`src/inc/cfg_space_cfg.svh`:
```
// Purpose: constants for the port configuration space decoder
// Assumes: 16-bit flat system address, 12-bit port-relative offset
// Notes: offsets here are dword aligned region bounds inside one port space
`ifndef CFG_SPACE_CFG_SVH
`define CFG_SPACE_CFG_SVH

`define SYS_ADDR_W 16
`define PORT_NUM_W 4
`define OFFSET_W 12
`define PORT_STRIDE 16'h1000
`define UPSTREAM_PORT 4'h0
`define NUM_PORTS 16
// common header and pcie, pm, ssid and aer capabilities, both layouts
`define OFF_HDR_LO 12'h000
`define OFF_HDR_HI 12'h053
`define OFF_PCIE2_LO 12'h064
`define OFF_PCIE2_HI 12'h073
`define OFF_PM_LO 12'h0C0
`define OFF_PM_HI 12'h0C7
`define OFF_SSID_LO 12'h0F0
`define OFF_SSID_HI 12'h0FF
`define OFF_AER_LO 12'h100
`define OFF_AER_HI 12'h147
// downstream only: message interrupt capability
`define OFF_MSI_LO 12'h0D0
`define OFF_MSI_HI 12'h0DF
// upstream only: global control, global status, test mode
`define OFF_GCTL_LO 12'h400
`define OFF_GCTL_HI 12'h4FF
`define OFF_GSTS_LO 12'h500
`define OFF_GSTS_HI 12'h5FF
`define OFF_TEST_LO 12'h600
`define OFF_TEST_HI 12'h6FF
`define SMBUS_UNDEF_DATA 32'hFFFFFFFF

`endif

```
`src/inc/cfg_space_pkg.sv`:
```
// Purpose: types shared by the configuration space decoder
// Assumes: constants come from cfg_space_cfg.svh
// Notes: none
`include "cfg_space_cfg.svh"
package cfg_space_pkg;
  typedef enum logic [1:0] {SRC_PCIE, SRC_SMBUS, SRC_EEPROM} src_t;
  typedef enum logic [2:0] {
    RGN_NONE, RGN_COMMON, RGN_MSI, RGN_GCTL, RGN_GSTS, RGN_TEST
  } region_t;
  typedef struct packed {
    logic valid;
    logic write;
    src_t src;
    logic [`SYS_ADDR_W-1:0] sys_addr;
    logic [31:0] wdata;
  } acc_req_t;
  typedef struct packed {
    logic valid;
    logic [31:0] rdata;
  } acc_rsp_t;
  typedef struct packed {
    logic valid;
    logic write;
    logic [`PORT_NUM_W-1:0] port;
    logic [`OFFSET_W-1:0] offset;
    region_t region;
    logic [31:0] wdata;
  } reg_req_t;
endpackage

```
`src/hw/region_decode.sv`:
```
// Purpose: classify one port-relative offset into a register region
// Assumes: upstream layout differs from downstream only in listed regions
// Notes: purely combinational
`timescale 1ns/1ps
`include "cfg_space_cfg.svh"
module region_decode
  import cfg_space_pkg::*;
(
  // address in
  input wire logic upstream,
  input wire logic [`OFFSET_W-1:0] offset,
  // result
  output region_t region
);
  function automatic logic in_rng(input logic [`OFFSET_W-1:0] a,
                                  input logic [`OFFSET_W-1:0] lo,
                                  input logic [`OFFSET_W-1:0] hi);
    in_rng = (a >= lo) && (a <= hi);
  endfunction

  always_comb begin
    region = RGN_NONE;
    if (in_rng(offset, `OFF_HDR_LO, `OFF_HDR_HI) ||
        in_rng(offset, `OFF_PCIE2_LO, `OFF_PCIE2_HI) ||
        in_rng(offset, `OFF_PM_LO, `OFF_PM_HI) ||
        in_rng(offset, `OFF_SSID_LO, `OFF_SSID_HI) ||
        in_rng(offset, `OFF_AER_LO, `OFF_AER_HI)) begin
      region = RGN_COMMON;
    end else if (!upstream && in_rng(offset, `OFF_MSI_LO, `OFF_MSI_HI)) begin
      region = RGN_MSI;
    end else if (upstream && in_rng(offset, `OFF_GCTL_LO, `OFF_GCTL_HI)) begin
      region = RGN_GCTL;
    end else if (upstream && in_rng(offset, `OFF_GSTS_LO, `OFF_GSTS_HI)) begin
      region = RGN_GSTS;
    end else if (upstream && in_rng(offset, `OFF_TEST_LO, `OFF_TEST_HI)) begin
      region = RGN_TEST;
    end
  end
endmodule

```
`src/hw/cfg_space_decoder.sv`:
```
// Purpose: decode flat system addresses into port spaces and filter accesses
// Assumes: one access at a time; register storage answers in the same cycle
// Notes: undefined offsets never reach storage
//
// Behaviour
// - every register lives in exactly one port space, so the root reaches all of them.
// - a register's system address is its port base plus its offset in that port.
// - eeprom and smbus accesses name the register by its flat system address.
// - port spaces are 0x1000 apart, port 0 upstream at 0x0000 up to port 15 at 0xF000.
// - global control, global status and test registers exist only in the upstream space.
// - each downstream port has a message interrupt capability, the upstream none.
// - a pcie configuration read of an undefined offset returns zero.
// - an smbus read of an undefined offset returns data nobody may rely on.
// - writes to undefined offsets complete but store nothing and have no effect.
`timescale 1ns/1ps
`include "cfg_space_cfg.svh"
module cfg_space_decoder
  import cfg_space_pkg::*;
(
  // clock and reset
  input wire logic clk,
  input wire logic reset_n,
  // access from pcie, smbus or eeprom loader
  input acc_req_t req,
  output acc_rsp_t rsp,
  // pcie config access by port and offset
  input wire logic pcie_valid,
  input wire logic pcie_write,
  input wire logic [`PORT_NUM_W-1:0] pcie_port,
  input wire logic [`OFFSET_W-1:0] pcie_offset,
  input wire logic [31:0] pcie_wdata,
  output acc_rsp_t pcie_rsp,
  // register storage side
  output reg_req_t reg_req,
  input wire logic [31:0] reg_rdata,
  // per-port hit, for observation
  output logic [`NUM_PORTS-1:0] port_hit
);
  logic [`PORT_NUM_W-1:0] port_sel;
  logic [`OFFSET_W-1:0] off_sel;
  logic acc_valid, acc_write, acc_pcie;
  logic [31:0] acc_wdata;
  region_t region;
  logic [`NUM_PORTS-1:0] hit_nxt;
  logic pend_r, pend_pcie_r, pend_write_r, pend_defined_r;
  logic pcie_valid_q;

  function automatic logic [`SYS_ADDR_W-1:0] port_base(
      input logic [`PORT_NUM_W-1:0] p);
    port_base = `SYS_ADDR_W'(p) * `PORT_STRIDE;
  endfunction

  // pcie has priority: host config traffic must not be starved
  always_comb begin
    acc_pcie = pcie_valid;
    if (pcie_valid) begin
      acc_valid = 1'b1;
      acc_write = pcie_write;
      port_sel = pcie_port;
      off_sel = pcie_offset;
      acc_wdata = pcie_wdata;
    end else begin
      acc_valid = req.valid;
      acc_write = req.write;
      // flat address split: port by field cut, port base subtracted for the offset
      port_sel = req.sys_addr[`SYS_ADDR_W-1 -: `PORT_NUM_W];
      off_sel = `OFFSET_W'(req.sys_addr - port_base(port_sel));
      acc_wdata = req.wdata;
      acc_pcie = (req.src == SRC_PCIE);
    end
  end

  region_decode u_region (
    .upstream(port_sel == `UPSTREAM_PORT),
    .offset(off_sel),
    .region(region)
  );

  // one-hot port select so each register has one owner
  genvar gi;
  generate
    for (gi = 0; gi < `NUM_PORTS; gi++) begin : g_hit
      assign hit_nxt[gi] = acc_valid && (port_sel == `PORT_NUM_W'(gi));
    end
  endgenerate

  // storage strobe only for defined offsets
  always_ff @(posedge clk or negedge reset_n) begin
    if (!reset_n) begin
      reg_req <= '0;
    end else begin
      reg_req.valid <= acc_valid && (region != RGN_NONE);
      reg_req.write <= acc_write;
      reg_req.port <= port_sel;
      reg_req.offset <= off_sel;
      reg_req.region <= region;
      reg_req.wdata <= acc_wdata;
    end
  end

  always_ff @(posedge clk or negedge reset_n) begin
    if (!reset_n) begin
      pend_r <= 1'b0;
      pend_pcie_r <= 1'b0;
      pend_write_r <= 1'b0;
      pend_defined_r <= 1'b0;
    end else begin
      pend_r <= acc_valid;
      pend_pcie_r <= acc_pcie;
      pend_write_r <= acc_write;
      pend_defined_r <= (region != RGN_NONE);
    end
  end

  always_ff @(posedge clk or negedge reset_n) begin
    if (!reset_n) begin
      port_hit <= '0;
    end else begin
      port_hit <= hit_nxt;
    end
  end

  // answer one cycle after the storage strobe; writes always complete
  always_ff @(posedge clk or negedge reset_n) begin
    if (!reset_n) begin
      rsp <= '0;
      pcie_rsp <= '0;
    end else begin
      rsp.valid <= pend_r && !(pend_pcie_r && pcie_valid_q);
      pcie_rsp.valid <= pend_r && pcie_valid_q;
      // both rdata outputs move with every answer on either port, so each holds until the next answer on either port
      if (pend_r && pend_write_r) begin
        rsp.rdata <= '0;
        pcie_rsp.rdata <= '0;
      end else if (pend_r && pend_defined_r) begin
        rsp.rdata <= reg_rdata;
        pcie_rsp.rdata <= reg_rdata;
      end else if (pend_r) begin
        rsp.rdata <= pend_pcie_r ? 32'h0 : `SMBUS_UNDEF_DATA;
        pcie_rsp.rdata <= 32'h0;
      end
    end
  end

  // remembers whether the pending access came over the pcie port
  always_ff @(posedge clk or negedge reset_n) begin
    if (!reset_n) begin
      pcie_valid_q <= 1'b0;
    end else begin
      pcie_valid_q <= pcie_valid;
    end
  end
endmodule

```
`config.mk`:
```
export PLATFORM = sky130hd
export DESIGN_NAME = cfg_space_decoder
export DESIGN_NICKNAME = d
export VERILOG_FILES = /design/src/inc/cfg_space_pkg.sv /design/src/hw/region_decode.sv /design/src/hw/cfg_space_decoder.sv
export VERILOG_INCLUDE_DIRS = /design/src /design/src/inc
export SDC_FILE = /design/constraint.sdc
export NUM_CORES = 1
export LEC_CHECK = 0
export BUFFER_PORTS_ARGS = -buffer_cell sky130_fd_sc_hd__buf_2
export CAP_MARGIN = 5
export CORE_ASPECT_RATIO = 0.5
export CORE_MARGIN = 1
export CORE_UTILIZATION = 23
export DETAILED_ROUTE_END_ITERATION = 10
export PLACE_DENSITY = 0.57
export SLEW_MARGIN = 15
export SYNTH_ARGS = -nofsm -noshare
export SYNTH_HDL_FRONTEND = slang
export SYNTH_HIERARCHICAL = 1
export SYNTH_SLANG_ARGS = --single-unit
```
`constraint.sdc`:
```
create_clock -name clk -period 1.9 [get_ports clk]
set_clock_uncertainty 0.2 [all_clocks]
set_input_delay 0.095 -clock clk [delete_from_list [all_inputs] [get_ports clk]]
set_output_delay 0.095 -clock clk [all_outputs]
set_load 0.005 [all_outputs]
```
After elaboration in Yosys (flattened, before gate mapping):

Cells that the tools add are included.

* register bits after elaboration: 139
* bits in latches: 0
* memory bits (writable): 0
* ROM bits: 0
* input port bits: 136
* output and inout bits: 135
* word-level logic and storage cells: 112
* memories kept: 0

* $add $sub $neg: 1
* multiply operators: 0
* divide/modulo/power cells: 0
* $lt $le $gt $ge: 18
* eq/ne operators: 15
* shift-type cells: 0
* mux-type cells: 18
* bitwise operators: 0
* reductions and logical operators: 45

Operators with widths (number)
* 32-bit two-way mux: 8
* 12-bit by 11-bit greater-or-equal comparator with 1-bit output, second input constant: 3
* 12-bit by 8-bit greater-or-equal comparator with 1-bit output, second input constant: 3
* 12-bit by 11-bit <= comparator with 1-bit output, second input constant: 3
* 12-bit by 8-bit <= comparator with 1-bit output, second input constant: 3
* 1-bit logical AND: 35
* 4-bit equality test, second input constant: 8
* 12-bit by 7-bit <= comparator with 1-bit output, second input constant: 2
* 4-bit by 3-bit equality test with 1-bit output, second input constant: 4
* 3-bit two-way mux: 5
* 12-bit by 1-bit greater-or-equal comparator with 1-bit output, second input constant: 1
* 12-bit by 7-bit greater-or-equal comparator with 1-bit output, second input constant: 1
* 12-bit by 9-bit greater-or-equal comparator with 1-bit output, second input constant: 1
* 12-bit by 9-bit <= comparator with 1-bit output, second input constant: 1
* 12-bit two-way mux: 1
* 12-bit by 1-bit subtractor with 12-bit output, second input constant: 1
* 4-bit by 2-bit equality test with 1-bit output, second input constant: 2
* 3-bit nonzero test: 2
* 4-bit by 1-bit equality test with 1-bit output, second input constant: 1
* 4-bit logical NOT: 1
* 1-bit logical OR: 4
* 4-bit two-way mux: 1
* 1-bit two-way mux: 3
* 1-bit logical NOT: 2
* 2-bit logical NOT: 1

Longest topological paths before layout:

Gate-level depths: netlist of the first run.

* depth after elaboration: 12
* gate-level depth with buffers: 9
* gate-level depth less buffers: 7

Modules after synthesis:

The synthesis of the first run kept the hierarchy.

By module, submodules not included
* cfg_space_decoder: times used 1, cells each 388, area each 5376.4 µm², seq. area each 3478.3 µm²
* region_decode: times used 1, cells each 22, area each 133.9 µm², seq. area each 0.0 µm²

Worst setup path before layout of the first run:

OpenSTA, ideal clock, no wires.

* path kind: input-to-reg
* from: input port pcie_valid
* to: register reg_req[52] (netlist name)
* setup time: 0.066 ns
* data arrival time: 1.901 ns
* required time: 1.634 ns
* slack: -0.266 ns
* cell stages on the path: 8
* path buffers: 2
* path through: buf_4 buf_2 mux2_2 or3_1 a2111o_1 o22ai_1 or3_1 and2_1

* cells in the longest elaborated chain, start to end: 11
* elaborated cells between the ends (all ways): 47
* classes of those cells: order compare (18); mux (8); reduce/logical (21)

Ends and longest elaborated chain
* start: declaration: line cfg_space_decoder.sv:27 `input wire logic pcie_valid,`
* 12-bit two-way mux (*): line cfg_space_decoder.sv:56 `if (pcie_valid) begin`
* named net off_sel[11]: line cfg_space_decoder.sv:40 `` logic [`OFFSET_W-1:0] off_sel; ``
* 12-bit by 11-bit greater-or-equal comparator with 1-bit output or 12-bit by 11-bit <= comparator with 1-bit output (tied branches): line region_decode.sv:18 `in_rng = (a >= lo) && (a <= hi);`
* 1-bit logical AND: line region_decode.sv:18
* 1-bit logical AND: line region_decode.sv:35 `` end else if (upstream && in_rng(offset, `OFF_TEST_LO, `OFF_TEST_HI)) begin ``
* 3-bit two-way mux: line region_decode.sv:35
* 3-bit two-way mux: line region_decode.sv:33 `` end else if (upstream && in_rng(offset, `OFF_GSTS_LO, `OFF_GSTS_HI)) begin ``
* 3-bit two-way mux: line region_decode.sv:31 `` end else if (upstream && in_rng(offset, `OFF_GCTL_LO, `OFF_GCTL_HI)) begin ``
* 3-bit two-way mux: line region_decode.sv:29 `` end else if (!upstream && in_rng(offset, `OFF_MSI_LO, `OFF_MSI_HI)) begin ``
* 3-bit two-way mux (*): line region_decode.sv:23 `` if (in_rng(offset, `OFF_HDR_LO, `OFF_HDR_HI) || ``
* named net region[0]: line cfg_space_decoder.sv:43 `region_t region;`
* 3-bit nonzero test (*): line cfg_space_decoder.sv:92 `reg_req.valid <= acc_valid && (region != RGN_NONE);`
* 1-bit logical AND (*): line cfg_space_decoder.sv:92
* end: declaration: line cfg_space_decoder.sv:34 `output reg_req_t reg_req,`

The timed path passes the listed nets; every way through them passes the cells marked *.
A chain may end at the register's enable or synchronous reset.

Worst setup path in the final report of the first run:

* from: input port req[37] (netlist name)
* to: register reg_req[52] (netlist name)

* cells in the longest elaborated chain, start to end: 12
* elaborated cells between the ends (all ways): 44
* classes of those cells: add/sub (1); order compare (18); mux (6); reduce/logical (19)

Ends and longest elaborated chain
* start: declaration: line cfg_space_decoder.sv:24 `input acc_req_t req,`
* 12-bit by 1-bit subtractor with 12-bit output (*): line cfg_space_decoder.sv:67 `` off_sel = `OFFSET_W'(req.sys_addr - port_base(port_sel)); ``
* 12-bit two-way mux (*): line cfg_space_decoder.sv:56
* named net off_sel[5]: line cfg_space_decoder.sv:40
* 12-bit by 11-bit greater-or-equal comparator with 1-bit output or 12-bit by 11-bit <= comparator with 1-bit output (tied branches): line region_decode.sv:18
* 1-bit logical AND: line region_decode.sv:18
* 1-bit logical AND: line region_decode.sv:35
* 3-bit two-way mux: line region_decode.sv:35
* 3-bit two-way mux: line region_decode.sv:33
* 3-bit two-way mux: line region_decode.sv:31
* 3-bit two-way mux: line region_decode.sv:29
* 3-bit two-way mux (*): line region_decode.sv:23
* named net region[0]: line cfg_space_decoder.sv:43
* 3-bit nonzero test (*): line cfg_space_decoder.sv:92
* 1-bit logical AND (*): line cfg_space_decoder.sv:92

Marked as above.

==> summary.md, run 1 <==
| Metric | Value |
|---|---|
| CP max stage cell | `dlygate4sd3_1` |
| Least-Margin Pin Slew | `449 ps` |
| First-pass GRT wire length | `29800 um` |
| Synthesized Nets | `546` |
| Detailed Route WL | `between 15000 and 20000 um` |
| Synth unique cells | `39` |
| Worst hold path stage count | `4` |
| FMAX | `0.537 GHz` |
| Sw frac | `0.245` |
| Clock Sinks | `139` |
| Wirelength per Cell | `16.5 um` |
| Post-synth EDFFs | `0` |
| CTS Buf Count | `17` |
| Worst setup margin | `37.9 ps` |
| Cell count after synthesis | `410` |
| Simple-gate share of the synthesized area | `0.0804` |
| Post-synthesis sequential area ratio | `0.631` |
| Slew margin rel. | `0.701` |
| Worst vdd ir | `0.436 mV` |
| Place WS | `-307 ps` |
| Worst setup SP type | `primary input` |
| Worst EP arrival | `1990 ps` |
| WHS | `-85.1 ps` |
| Count of nets after finishing | `983` |
| Largest family of logic cells by synthesized area | `compound AO/OA/AOI/OAI gates` |
| Synthesis-to-finish area growth | `73.3%` |
| Mux cell area share after synthesis | `0.100` |
| GRT Util Overall | `0.158` |
| CP startpoint | `req[37]` |
| Row count | `39` |
| Placed Instance Area | `7400 sq um` |
| Synth Area in Compound Gates | `0.139` |
| Setup TNS | `0 ps` |
| Die height | `111 um` |
| Initial antenna violation count | `5` |
| DRC viols | `8` |
| Worst hold path class | `in -> reg` |
| Finish-stage setup viols | `0` |
| Setup crit end kind | `flop` |
| Leakage power | `approximately 4.7 nW` |
| Initial DRC Count | `around 290` |
| Number of cells on the critical path | `9` |
| RSZ-0062 raised after global routing | `yes` |
| Yosys reg bits | `139` |
| CP max FO | `3` |
| Clk buf depth | `2` |
| Failing checks | `DRC, hold timing` |
| Commonest cells after routing, fill and taps aside | `buf_2 (269), dlygate4sd3_1 (145), dfrtp_1 (139)` |
| CP bufs+invs | `2` |
| Pin count of the biggest net entering global routing | `46` |
| Clk pin slew, worst setup/hold paths | `60 ps` |
| Fin area | `9550 sq um` |
| Dpl hpwl | `12800 um` |
| Slowest stage delay, CP | `540 ps` |
| GPL Wtd Cong | `0.778` |
| CP required | `between 2000 and 2500 ps` |
| Die Wd | `about 220 um` |
| YS warnings | `6` |
| GRT Residual Overflow | `0` |
| End of the worst register-to-register path | `pcie_rsp[1]$_DFFE_PN0P_` |
| Net Sw Power | `1.98 mW` |
| Post-synth top flop | `dfrtp_1` |
| Root Buffer | `clkbuf_16` |
| Cell Chain, Critical Path | `buf_2 -> dlygate4sd3_1 -> mux2_4 -> nand2b_4 -> o21ai_0 -> a2111o_1 -> o22ai_2 -> or3_1 -> and2_1` |
| Layout cells sized above 1 | `0.456` |
| Period utilisation layout | `0.980` |
| Adder-cell share of the synthesized area | `0` |
| Flop pwr share | `0.400` |
| Clock Power Share | `0.447` |
| R2R Path Start | `pend_defined_r$_DFF_PN0_` |
| Area of the die | `24600 sq um` |
| Worst-Skew Late Latency | `around 430 ps` |
| Most common library cell in the layout ignoring fill and taps | `buf_2` |
| Fin. Hold Viols | `2` |
| Power Internal | `6.07 mW` |
| TritonCTS clock tree | `yes` |
| Number of top-level pins | `271` |
| Final Util | `0.412` |
| Antenna Nets Post-Route | `0` |
| Mapped cell area | `5510 sq um` |
| Starting Density | `0.238` |
| Worst Setup EP | `reg_req[52]$_DFF_PN0_` |
| Power per cell area | `843 nW/um^2` |
| Number of instances in the placed design | `989` |
| Number of H-tree levels | `4` |
| Vias per cell | `4.40` |
| Routed via count | `5148` |
| Input/output buffers | `270` |
| Period minus WS final | `1860 ps` |
| Vias in the first global route | `5342` |
| Status | `complete, but fails checks` |
| Avg Synthesized Cell Area | `13.4 sq um` |
| CORE AREA | `23200 sq um` |
| Drt first pass iters | `9` |
| Gate power share | `0.152` |
| Crit path max-delay family | `simple AND/OR/NAND/NOR gates` |
| WS Path Type | `in -> reg` |
| Post-route insts no fill | `about 1.2k` |
| Reg2reg path depth | `3` |
| Final slew viol count | `0` |
| Layout fillers | `2171` |
| FFs w/ async S/R, synth | `1.00` |
| Worst reg-to-reg setup slack | `210 ps` |
| Synth Area in XOR/XNOR | `0.00159` |
| # Max-Cap Violations | `0` |
[cell usage after synthesis (2+ instances only)]
library cell	n	area (sq um)
dfrtp_1	139	3480
nand2_1	3	11.3
clkbuf_1	14	52.6
inv_1	34	128
buf_1	2	7.51
o32ai_1	32	280
nor2b_1	34	213
o21ai_0	2	10.0
a22o_1	32	280
and2_1	2	12.5
or3_1	2	12.5
a22oi_1	16	120
nand3b_1	5	37.5
buf_4	3	22.5
nand3_1	2	10.0
a21oi_1	3	15.0
mux2_2	49	552
nand4bb_1	2	22.5
buf_2	10	50.1
or3b_1	3	26.3
nand2b_1	3	18.8
[routing by layer]
| metal | track usage | wire, um | vias up |
|---|---|---|---|
| met1 | 0.176 | 7680 | 2590 |
| met5 | 0 | 13 | - |
| met2 | 0.273 | 10100 | 132 |
| met4 | 0.0876 | 767 | 2 |
| met3 | 0.0451 | 744 | 54 |
| li1 | - | - | 2370 |
[repair_timing]
item | in CTS | in global routing
hold endpoints to repair | 275 | 10
buffers inserted | 0 | 0
endpoints found under the setup margin | 0 | 3
hold buffers | 137 | 9
resized for setup | 0 | 6
[kinds of logic (layout without fill, tap and decap cells)]
kind of cell	count (synthesis)	after routing
AO/OA/AOI/OAI	92	92
XOR/XNOR	1	1
buffers and inverters	63	513
flip-flops	139	139
multiplexers	49	49
other	0	4
AND/OR/NAND/NOR	66	66
[worst register-to-register path, stage by stage (launching register included)]
cell and delay [ps]:
dfrtp_1 620, and3b_1 230, buf_4 370, a22o_1 220
[worst min-delay path by stage]
stage	end	start
finish	reg_req[33]$_DFF_PN0_	pcie_offset[11]
global route	reg_req[33]$_DFF_PN0_	pcie_offset[11]
CTS	reg_req[47]$_DFF_PN0_	req[44]
detailed placement	pcie_rsp[23]$_DFFE_PN0P_	reset_n
global placement	pcie_rsp[23]$_DFFE_PN0P_	reset_n
floorplan	pcie_rsp[0]$_DFFE_PN0P_	reset_n
[power groups by stage]
stage / Clock [mW] / Combinational (mW) / Sequential (mW)
detailed placement: 0 / 0.944 / 3.27
finish: 3.60 / 1.23 / 3.22
floorplan: 0 / 0.363 / 3.29
global route: 3.82 / 1.33 / 3.24
global placement: 0 / 0.931 / 3.27
CTS: 3.69 / 1.20 / 3.22
[stage by stage]
step           hold slack, ps  power [mW]
6_report                -85.1        8.05
5_1_grt                 -80.7        8.39
4_1_cts                  -231        8.11
3_5_place_dp             -179        4.22
3_3_place_gp             -181        4.20
2_1_floorplan            -401        3.65
[flip-flops by register name, summed over array words and instances, names as in the netlist]
name	flops
pend_write_r	1
pcie_rsp	33
pcie_valid_q	1
pend_pcie_r	1
port_hit	16
pend_r	1
reg_req	52
pend_defined_r	1
rsp	33
[cell type report]
cell class,instances,area [sq um],share of cell area
Inverter,34,128,0.0134
Antenna cell,4,10.0,0.00105
Multi-Input combinational cell,208,1810,0.190
Tap cell,307,384,0.0402
Clock inverter,14,193,0.0202
Timing Repair Buffer,447,3100,0.325
Sequential cell,139,3480,0.364
Clock buffer,18,439,0.0460
(Power assumes the default switching activity.)
==> inputs of run 2 (changes only) <==
- CAP_MARGIN: 5 -> 25
- CORE_UTILIZATION: 23 -> 46
- PLACE_DENSITY: 0.57 -> 0.91
==> summary.md, run 2 (synthesis gave the netlist of run 1 again) <==
| Metric | Value |
|---|---|
| Layout cells sized above 1 | `0.461 (was 0.456)` |
| Worst setup SP type | `primary input (unchanged)` |
| Vias per cell | `5.81 (was 4.40)` |
| Setup crit end kind | `flop (unchanged)` |
| FMAX | `0.531 GHz (was 0.537 GHz)` |
| Multi-input logic area | `1800 sq um (was 1810 sq um)` |
| Root Buffer | `clkbuf_16 (unchanged)` |
| Worst hold path class | `in -> reg (unchanged)` |
| Worst reg-to-reg setup slack | `250 ps (was 210 ps)` |
| Flop pwr share | `0.402 (was 0.400)` |
| Fin. Hold Viols | `0 (was 2)` |
| Least-Margin Pin Slew | `453 ps (was 449 ps)` |
| Dpl hpwl | `11500 um (was 12800 um)` |
| Worst Setup EP | `reg_req[52]$_DFF_PN0_ (unchanged)` |
| Die Wd | `157 um (was 221 um)` |
| CP startpoint | `pcie_valid (was req[37])` |
| Clk buf depth | `2 (unchanged)` |
| CP max FO | `10 (was 3)` |
| Leakage power | `4.61 nW (was 4.66 nW)` |
| GPL Wtd Cong | `0.886 (was 0.778)` |
| Layout fillers | `580 (was 2171)` |
| Placed Instance Area | `7230 sq um (was 7400 sq um)` |
| Count of nets after finishing | `973 (was 983)` |
| TritonCTS clock tree | `yes (unchanged)` |
| RSZ-0062 raised after global routing | `no (was yes)` |
| Power Internal | `5.93 mW (was 6.07 mW)` |
| Die height | `79.4 um (was 111 um)` |
| # Max-Cap Violations | `0 (unchanged)` |
| GRT Residual Overflow | `0 (unchanged)` |
| Status | `completed (was complete, but fails checks)` |
| Initial antenna violation count | `0 (was 5)` |
| Regs by FF count | `reg_req: 52 flops, pcie_rsp: 33 flops, rsp: 33 flops (unchanged)` |
| Row count | `27 (was 39)` |
| Routed via count | `5864 (was 5148)` |
| Number of top-level pins | `271 (unchanged)` |
| Slew margin rel. | `0.698 (was 0.701)` |
| Fin area | `9200 sq um (was 9550 sq um)` |
| DRC viols | `0 (was 8)` |
| Reg2reg path depth | `3 (unchanged)` |
| Commonest cells after routing, fill and taps aside | `buf_2 (269), dfrtp_1 (139), dlygate4sd3_1 (134) (was buf_2 (269), dlygate4sd3_1 (145), dfrtp_1 (139))` |
| Wirelength per Cell | `23.8 um (was 16.5 um)` |
| Worst vdd ir | `0.590 mV (was 0.436 mV)` |
| First-pass GRT wire length | `35500 um (was 29800 um)` |
| Antenna Nets Post-Route | `0 (unchanged)` |
| GRT Util Overall | `0.388 (was 0.158)` |
| Worst hold path stage count | `3 (was 4)` |
| WS Path Type | `in -> reg (unchanged)` |
| Detailed Route WL | `24000 um (was 19300 um)` |
| Sw frac | `0.265 (was 0.245)` |
| Most common library cell in the layout ignoring fill and taps | `buf_2 (unchanged)` |
| Vias in the first global route | `6249 (was 5342)` |
| Pin count of the biggest net entering global routing | `50 (was 46)` |
| Biggest register | `reg_req (unchanged)` |
| Initial DRC Count | `600 (was 288)` |
| CP required | `2050 ps (was 2030 ps)` |
| Period minus WS final | `1880 ps (was 1860 ps)` |
| Input/output buffers | `270 (unchanged)` |
| Clock Power Share | `0.437 (was 0.447)` |
| Sequential cell area | `3480 sq um (unchanged)` |
| CTS Buf Count | `17 (unchanged)` |
| Synthesis-to-finish area growth | `67.0% (was 73.3%)` |
| Clk pin slew, worst setup/hold paths | `70 ps (was 60 ps)` |
| Power per cell area | `877 nW/um^2 (was 843 nW/um^2)` |
| CORE AREA | `11300 sq um (was 23200 sq um)` |
| Starting Density | `0.487 (was 0.238)` |
| Drt first pass iters | `5 (was 9)` |
| Max reg flops | `52 (unchanged)` |
| Post-CTS Setup Inserts | `0 (unchanged)` |
| Final slew viol count | `0 (unchanged)` |
| Gate power share | `0.161 (was 0.152)` |
| R2R Path Start | `pend_pcie_r$_DFF_PN0_ (was pend_defined_r$_DFF_PN0_)` |
| Area of the die | `12400 sq um (was 24600 sq um)` |
| Worst EP arrival | `2030 ps (was 1990 ps)` |
| Worst-Skew Late Latency | `410 ps (was 430 ps)` |
| Clock Sinks | `139 (unchanged)` |
| End of the worst register-to-register path | `rsp[21]$_DFFE_PN0P_ (was pcie_rsp[1]$_DFFE_PN0P_)` |
| Power Total | `8.07 mW (was 8.05 mW)` |
| Period utilisation layout | `0.991 (was 0.980)` |
| Finish-stage setup viols | `0 (unchanged)` |
| WHS | `54.4 ps (was -85.1 ps)` |
| Net Sw Power | `2.14 mW (was 1.98 mW)` |
| Number of H-tree levels | `4 (unchanged)` |
-- run 2: timing repair --
| item | in CTS | in global routing |
|---|---|---|
| hold buffers | 133 | 2 |
| endpoints found under the hold margin | 274 | 4 |
| gates resized for setup | 0 | 3 |
| endpoints found under the setup margin | 0 | 1 |
-- run 2: per-layer routing --
| layer | track usage | wire (um) |
|---|---|---|
| met5 | 0 | 0 |
| met4 | 0.265 | 1750 |
| met3 | 0.115 | 2160 |
| met2 | 0.647 | 11500 |
| met1 | 0.436 | 8600 |
-- run 2: how the worst min path moves through the flow --
stage | end | from | slack [ps]
3_5_place_dp | reg_req[31]$_DFF_PN0_ | reset_n | -190
6_report | port_hit[2]$_DFF_PN0_ | req[44] | 50
3_3_place_gp | reg_req[31]$_DFF_PN0_ | reset_n | -190
4_1_cts | reg_req[43]$_DFF_PN0_ | pcie_offset[8] | -170
2_1_floorplan | pcie_rsp[0]$_DFFE_PN0P_ | reset_n | -400
5_1_grt | reg_req[33]$_DFF_PN0_ | pcie_offset[8] | 30
-- run 2: power by group through the flow --
stage	combinational [mW]	sequential, mW	clock (mW)
after detailed placement	0.927	3.27	0
final	1.30	3.25	3.52
after CTS	1.19	3.22	3.45
after floorplan	0.363	3.29	0
after global routing	1.36	3.26	3.66
after global placement	0.892	3.27	0
-- run 2: layout make-up --
| cell class | count | share of cell area |
|---|---|---|
| Clock inverter | 14 | 0.0185 |
| Timing Repair Buffer | 437 | 0.324 |
| Sequential cell | 139 | 0.378 |
| Inverter | 34 | 0.0139 |
| Tap cell | 159 | 0.0216 |
| Clock buffer | 18 | 0.0477 |
| Antenna cell | 1 | 0.000272 |
| Multi-Input combinational cell | 208 | 0.196 |
-- run 2: metrics by stage --
stage	util	setup TNS, ps	instances	worst slack [ps]
after global routing	0.813	0	1009	11.6
after detailed placement	0.639	-355	843	-232
final	0.813	0	1010	17.1
after global placement	0.639	-293	843	-200
after floorplan	-	-73.8	410	-73.8
after CTS	0.811	0	1008	96.0
-- run 2: critical path, stage by stage --
cell and delay [ps]:
buf_2 140, buf_12 150, mux2_2 420, nand2_1 120, o21ai_0 90, a2111o_1 460
o22ai_2 250, or3_4 180, and2_1 140
==> inputs of run 3 (changes only) <==
- CORE_UTILIZATION: 46 -> 47
- CTS_BUF_LIST: unset -> sky130_fd_sc_hd__clkbuf_8
- PLACE_DENSITY: 0.91 -> 0.93
==> summary.md, run 3 (synthesis gave the netlist of run 1 again) <==
| Metric | Value |
|---|---|
| Status | `complete, but fails checks (was completed)` |
| Failing checks | `hold timing, setup timing` |
| M1 wire length | `7980 um (was 8600 um)` |
| Worst hold path class | `in -> reg (unchanged)` |
| Placed Instance Area | `7200 sq um (was 7230 sq um)` |
| GRT Util Overall | `0.352 (was 0.388)` |
| Row count | `27 (unchanged)` |
| Regs by FF count | `reg_req: 52 flops, pcie_rsp: 33 flops, rsp: 33 flops (unchanged)` |
| Number of instances in the placed design | `840 (was 843)` |
| Hold Startpoint | `req[43] (was req[44])` |
| Final slew viol count | `0 (unchanged)` |
| FMAX | `0.520 GHz (was 0.531 GHz)` |
| Slew margin rel. | `0.659 (was 0.698)` |
| Least-Margin Pin Slew | `511 ps (was 453 ps)` |
| R2R Path Start | `pend_defined_r$_DFF_PN0_ (was pend_pcie_r$_DFF_PN0_)` |
| Initial antenna violation count | `1 (was 0)` |
| Worst-Skew Late Latency | `440 ps (was 410 ps)` |
| Most common library cell in the layout ignoring fill and taps | `buf_2 (unchanged)` |
| Vias per cell | `5.74 (was 5.81)` |
| Met3 wire length | `1760 um (was 2160 um)` |
| GPL Wtd Cong | `0.828 (was 0.886)` |
| Die Wd | `155 um (was 157 um)` |
| Fin. Hold Viols | `1 (was 0)` |
| Finish-stage setup viols | `1 (was 0)` |
| CP required | `2030 ps (was 2050 ps)` |
| Clk pin slew, worst setup/hold paths | `80 ps (was 70 ps)` |
| Leakage power | `4.58 nW (was 4.61 nW)` |
| Worst setup SP type | `primary input (unchanged)` |
| CP max FO | `3 (was 10)` |
| Worst setup margin | `-23.7 ps (was 17.1 ps)` |
| Number of top-level pins | `271 (unchanged)` |
| Drt first pass iters | `5 (unchanged)` |
| GRT Residual Overflow | `0 (unchanged)` |
| Worst EP arrival | `2060 ps (was 2030 ps)` |
| Input/output buffers | `270 (unchanged)` |
| Worst hold path stage count | `4 (was 3)` |
| DRC viols | `0 (unchanged)` |
| CORE AREA | `11200 sq um (was 11300 sq um)` |
| Die height | `78.6 um (was 79.4 um)` |
| Number of H-tree levels | `4 (unchanged)` |
| Dpl hpwl | `11000 um (was 11500 um)` |
| Setup crit end kind | `flop (unchanged)` |
| Routed via count | `5822 (was 5864)` |
| Max reg flops | `52 (unchanged)` |
| Clock Sinks | `139 (unchanged)` |
| Power per cell area | `808 nW/um^2 (was 877 nW/um^2)` |
| CTS Buf Count | `17 (unchanged)` |
| Met2 Routed Length | `11200 um (was 11500 um)` |
| WS Path Type | `in -> reg (unchanged)` |
| Antenna Nets Post-Route | `0 (unchanged)` |
| Synthesis-to-finish area growth | `65.8% (was 67.0%)` |
| Initial DRC Count | `552 (was 600)` |
| Place WS | `-323 ps (was -232 ps)` |
| Period utilisation layout | `1.01 (was 0.991)` |
| Layout cells sized above 1 | `0.462 (was 0.461)` |
| Power Total | `7.39 mW (was 8.07 mW)` |
| Area of the die | `12200 sq um (was 12400 sq um)` |
| Post-route insts no fill | `1015 (was 1010)` |
| Clk buf depth | `2 (unchanged)` |
| Worst vdd ir | `0.475 mV (was 0.590 mV)` |
| Pin count of the biggest net entering global routing | `52 (was 50)` |
| Vias in the first global route | `5918 (was 6249)` |
| Count of nets after finishing | `979 (was 973)` |
| WHS | `-45.2 ps (was 54.4 ps)` |
| Period minus WS final | `1920 ps (was 1880 ps)` |
| # Max-Cap Violations | `0 (unchanged)` |
| Top Metal Used | `met4 (unchanged)` |
| Fin area | `9140 sq um (was 9200 sq um)` |
| TritonCTS clock tree | `yes (unchanged)` |
| Detailed Route WL | `22600 um (was 24000 um)` |
| End of the worst register-to-register path | `pcie_rsp[27]$_DFFE_PN0P_ (was rsp[21]$_DFFE_PN0P_)` |
| Starting Density | `0.491 (was 0.487)` |
| Commonest cells after routing, fill and taps aside | `buf_2 (268), dlygate4sd3_1 (139), dfrtp_1 (139) (was buf_2 (269), dfrtp_1 (139), dlygate4sd3_1 (134))` |
| WHS Endpoint | `reg_req[33]$_DFF_PN0_ (was port_hit[2]$_DFF_PN0_)` |
| Worst reg-to-reg setup slack | `70 ps (was 250 ps)` |
| Reg2reg path depth | `3 (unchanged)` |
| Biggest register | `reg_req (unchanged)` |
| First-pass GRT wire length | `32100 um (was 35500 um)` |
| Wirelength per Cell | `22.3 um (was 23.8 um)` |
| Root Buffer | `clkbuf_8 (was clkbuf_16)` |
==> run 3: cell count changes in the layout (fill, tap and decap cells not counted), moves of 2 or more <==
cell and delta:
bufinv_16 +2, clkbuf_16 -17, clkbuf_8 +18, clkinvlp_4 -2, dlygate4sd3_1 +5
==> run 3: layer usage <==
layer  vias up  global-route usage
li1       2352                   -
met1      2820               0.379
met2       486               0.622
met3       164              0.0806
met4         0               0.251
met5         -                   0
==> run 3: how the worst max path moves through the flow <==
stage / slack [ps] / end / startpoint / depth (start not counted)
floorplan: -70 / reg_req[52]$_DFF_PN0_ / pcie_valid / 8
global placement: -230 / reg_req[52]$_DFF_PN0_ / pcie_valid / 8
detailed placement: -320 / reg_req[52]$_DFF_PN0_ / pcie_valid / 8
CTS: 2 / reg_req[10]$_DFF_PN0_ / pcie_valid / 5
global route: -10 / port_hit[15]$_DFF_PN0_ / pcie_port[2] / 6
finish: -20 / port_hit[15]$_DFF_PN0_ / pcie_port[2] / 6
==> run 3: worst max-delay path, stage by stage <==
cell           delay [ps]
buf_2                 100
buf_4                 110
dlygate4sd3_1         680
nand3_1               150
dlygate4sd3_1         670
a22oi_1               250
==> run 3: area by class of cell <==
cell class | instances | area, sq um
repair buffers | 443 | 3040
flip-flops and latches | 139 | 3480
inverters | 34 | 128
multi-input cells | 208 | 1830
clock buffers | 19 | 262
fillers | 598 | 2080
clock inverters | 12 | 196
diodes | 1 | 2.50
well taps | 159 | 199
==> run 3: where the power goes <==
part	switching, mW	internal, mW	total [mW]
combinational	0.600	0.692	1.29
clock	1.23	1.62	2.85
sequential	0.101	3.14	3.24
total	1.93	5.45	7.39
==> run 3: timing repair <==
action	4_1_cts	5_1_grt
gates resized for setup	0	13
endpoints found under the setup margin	0	9
endpoints found under the hold margin	275	5
buffers inserted	0	3
hold buffers	137	4
==> run 3: per-stage QoR <==
stage	utilization	setup TNS [ps]
after floorplan	-	-73.8
after global placement	0.642	-345
after detailed placement	0.642	-615
after CTS	0.805	0
after global routing	0.815	-11.4
final	0.815	-23.7
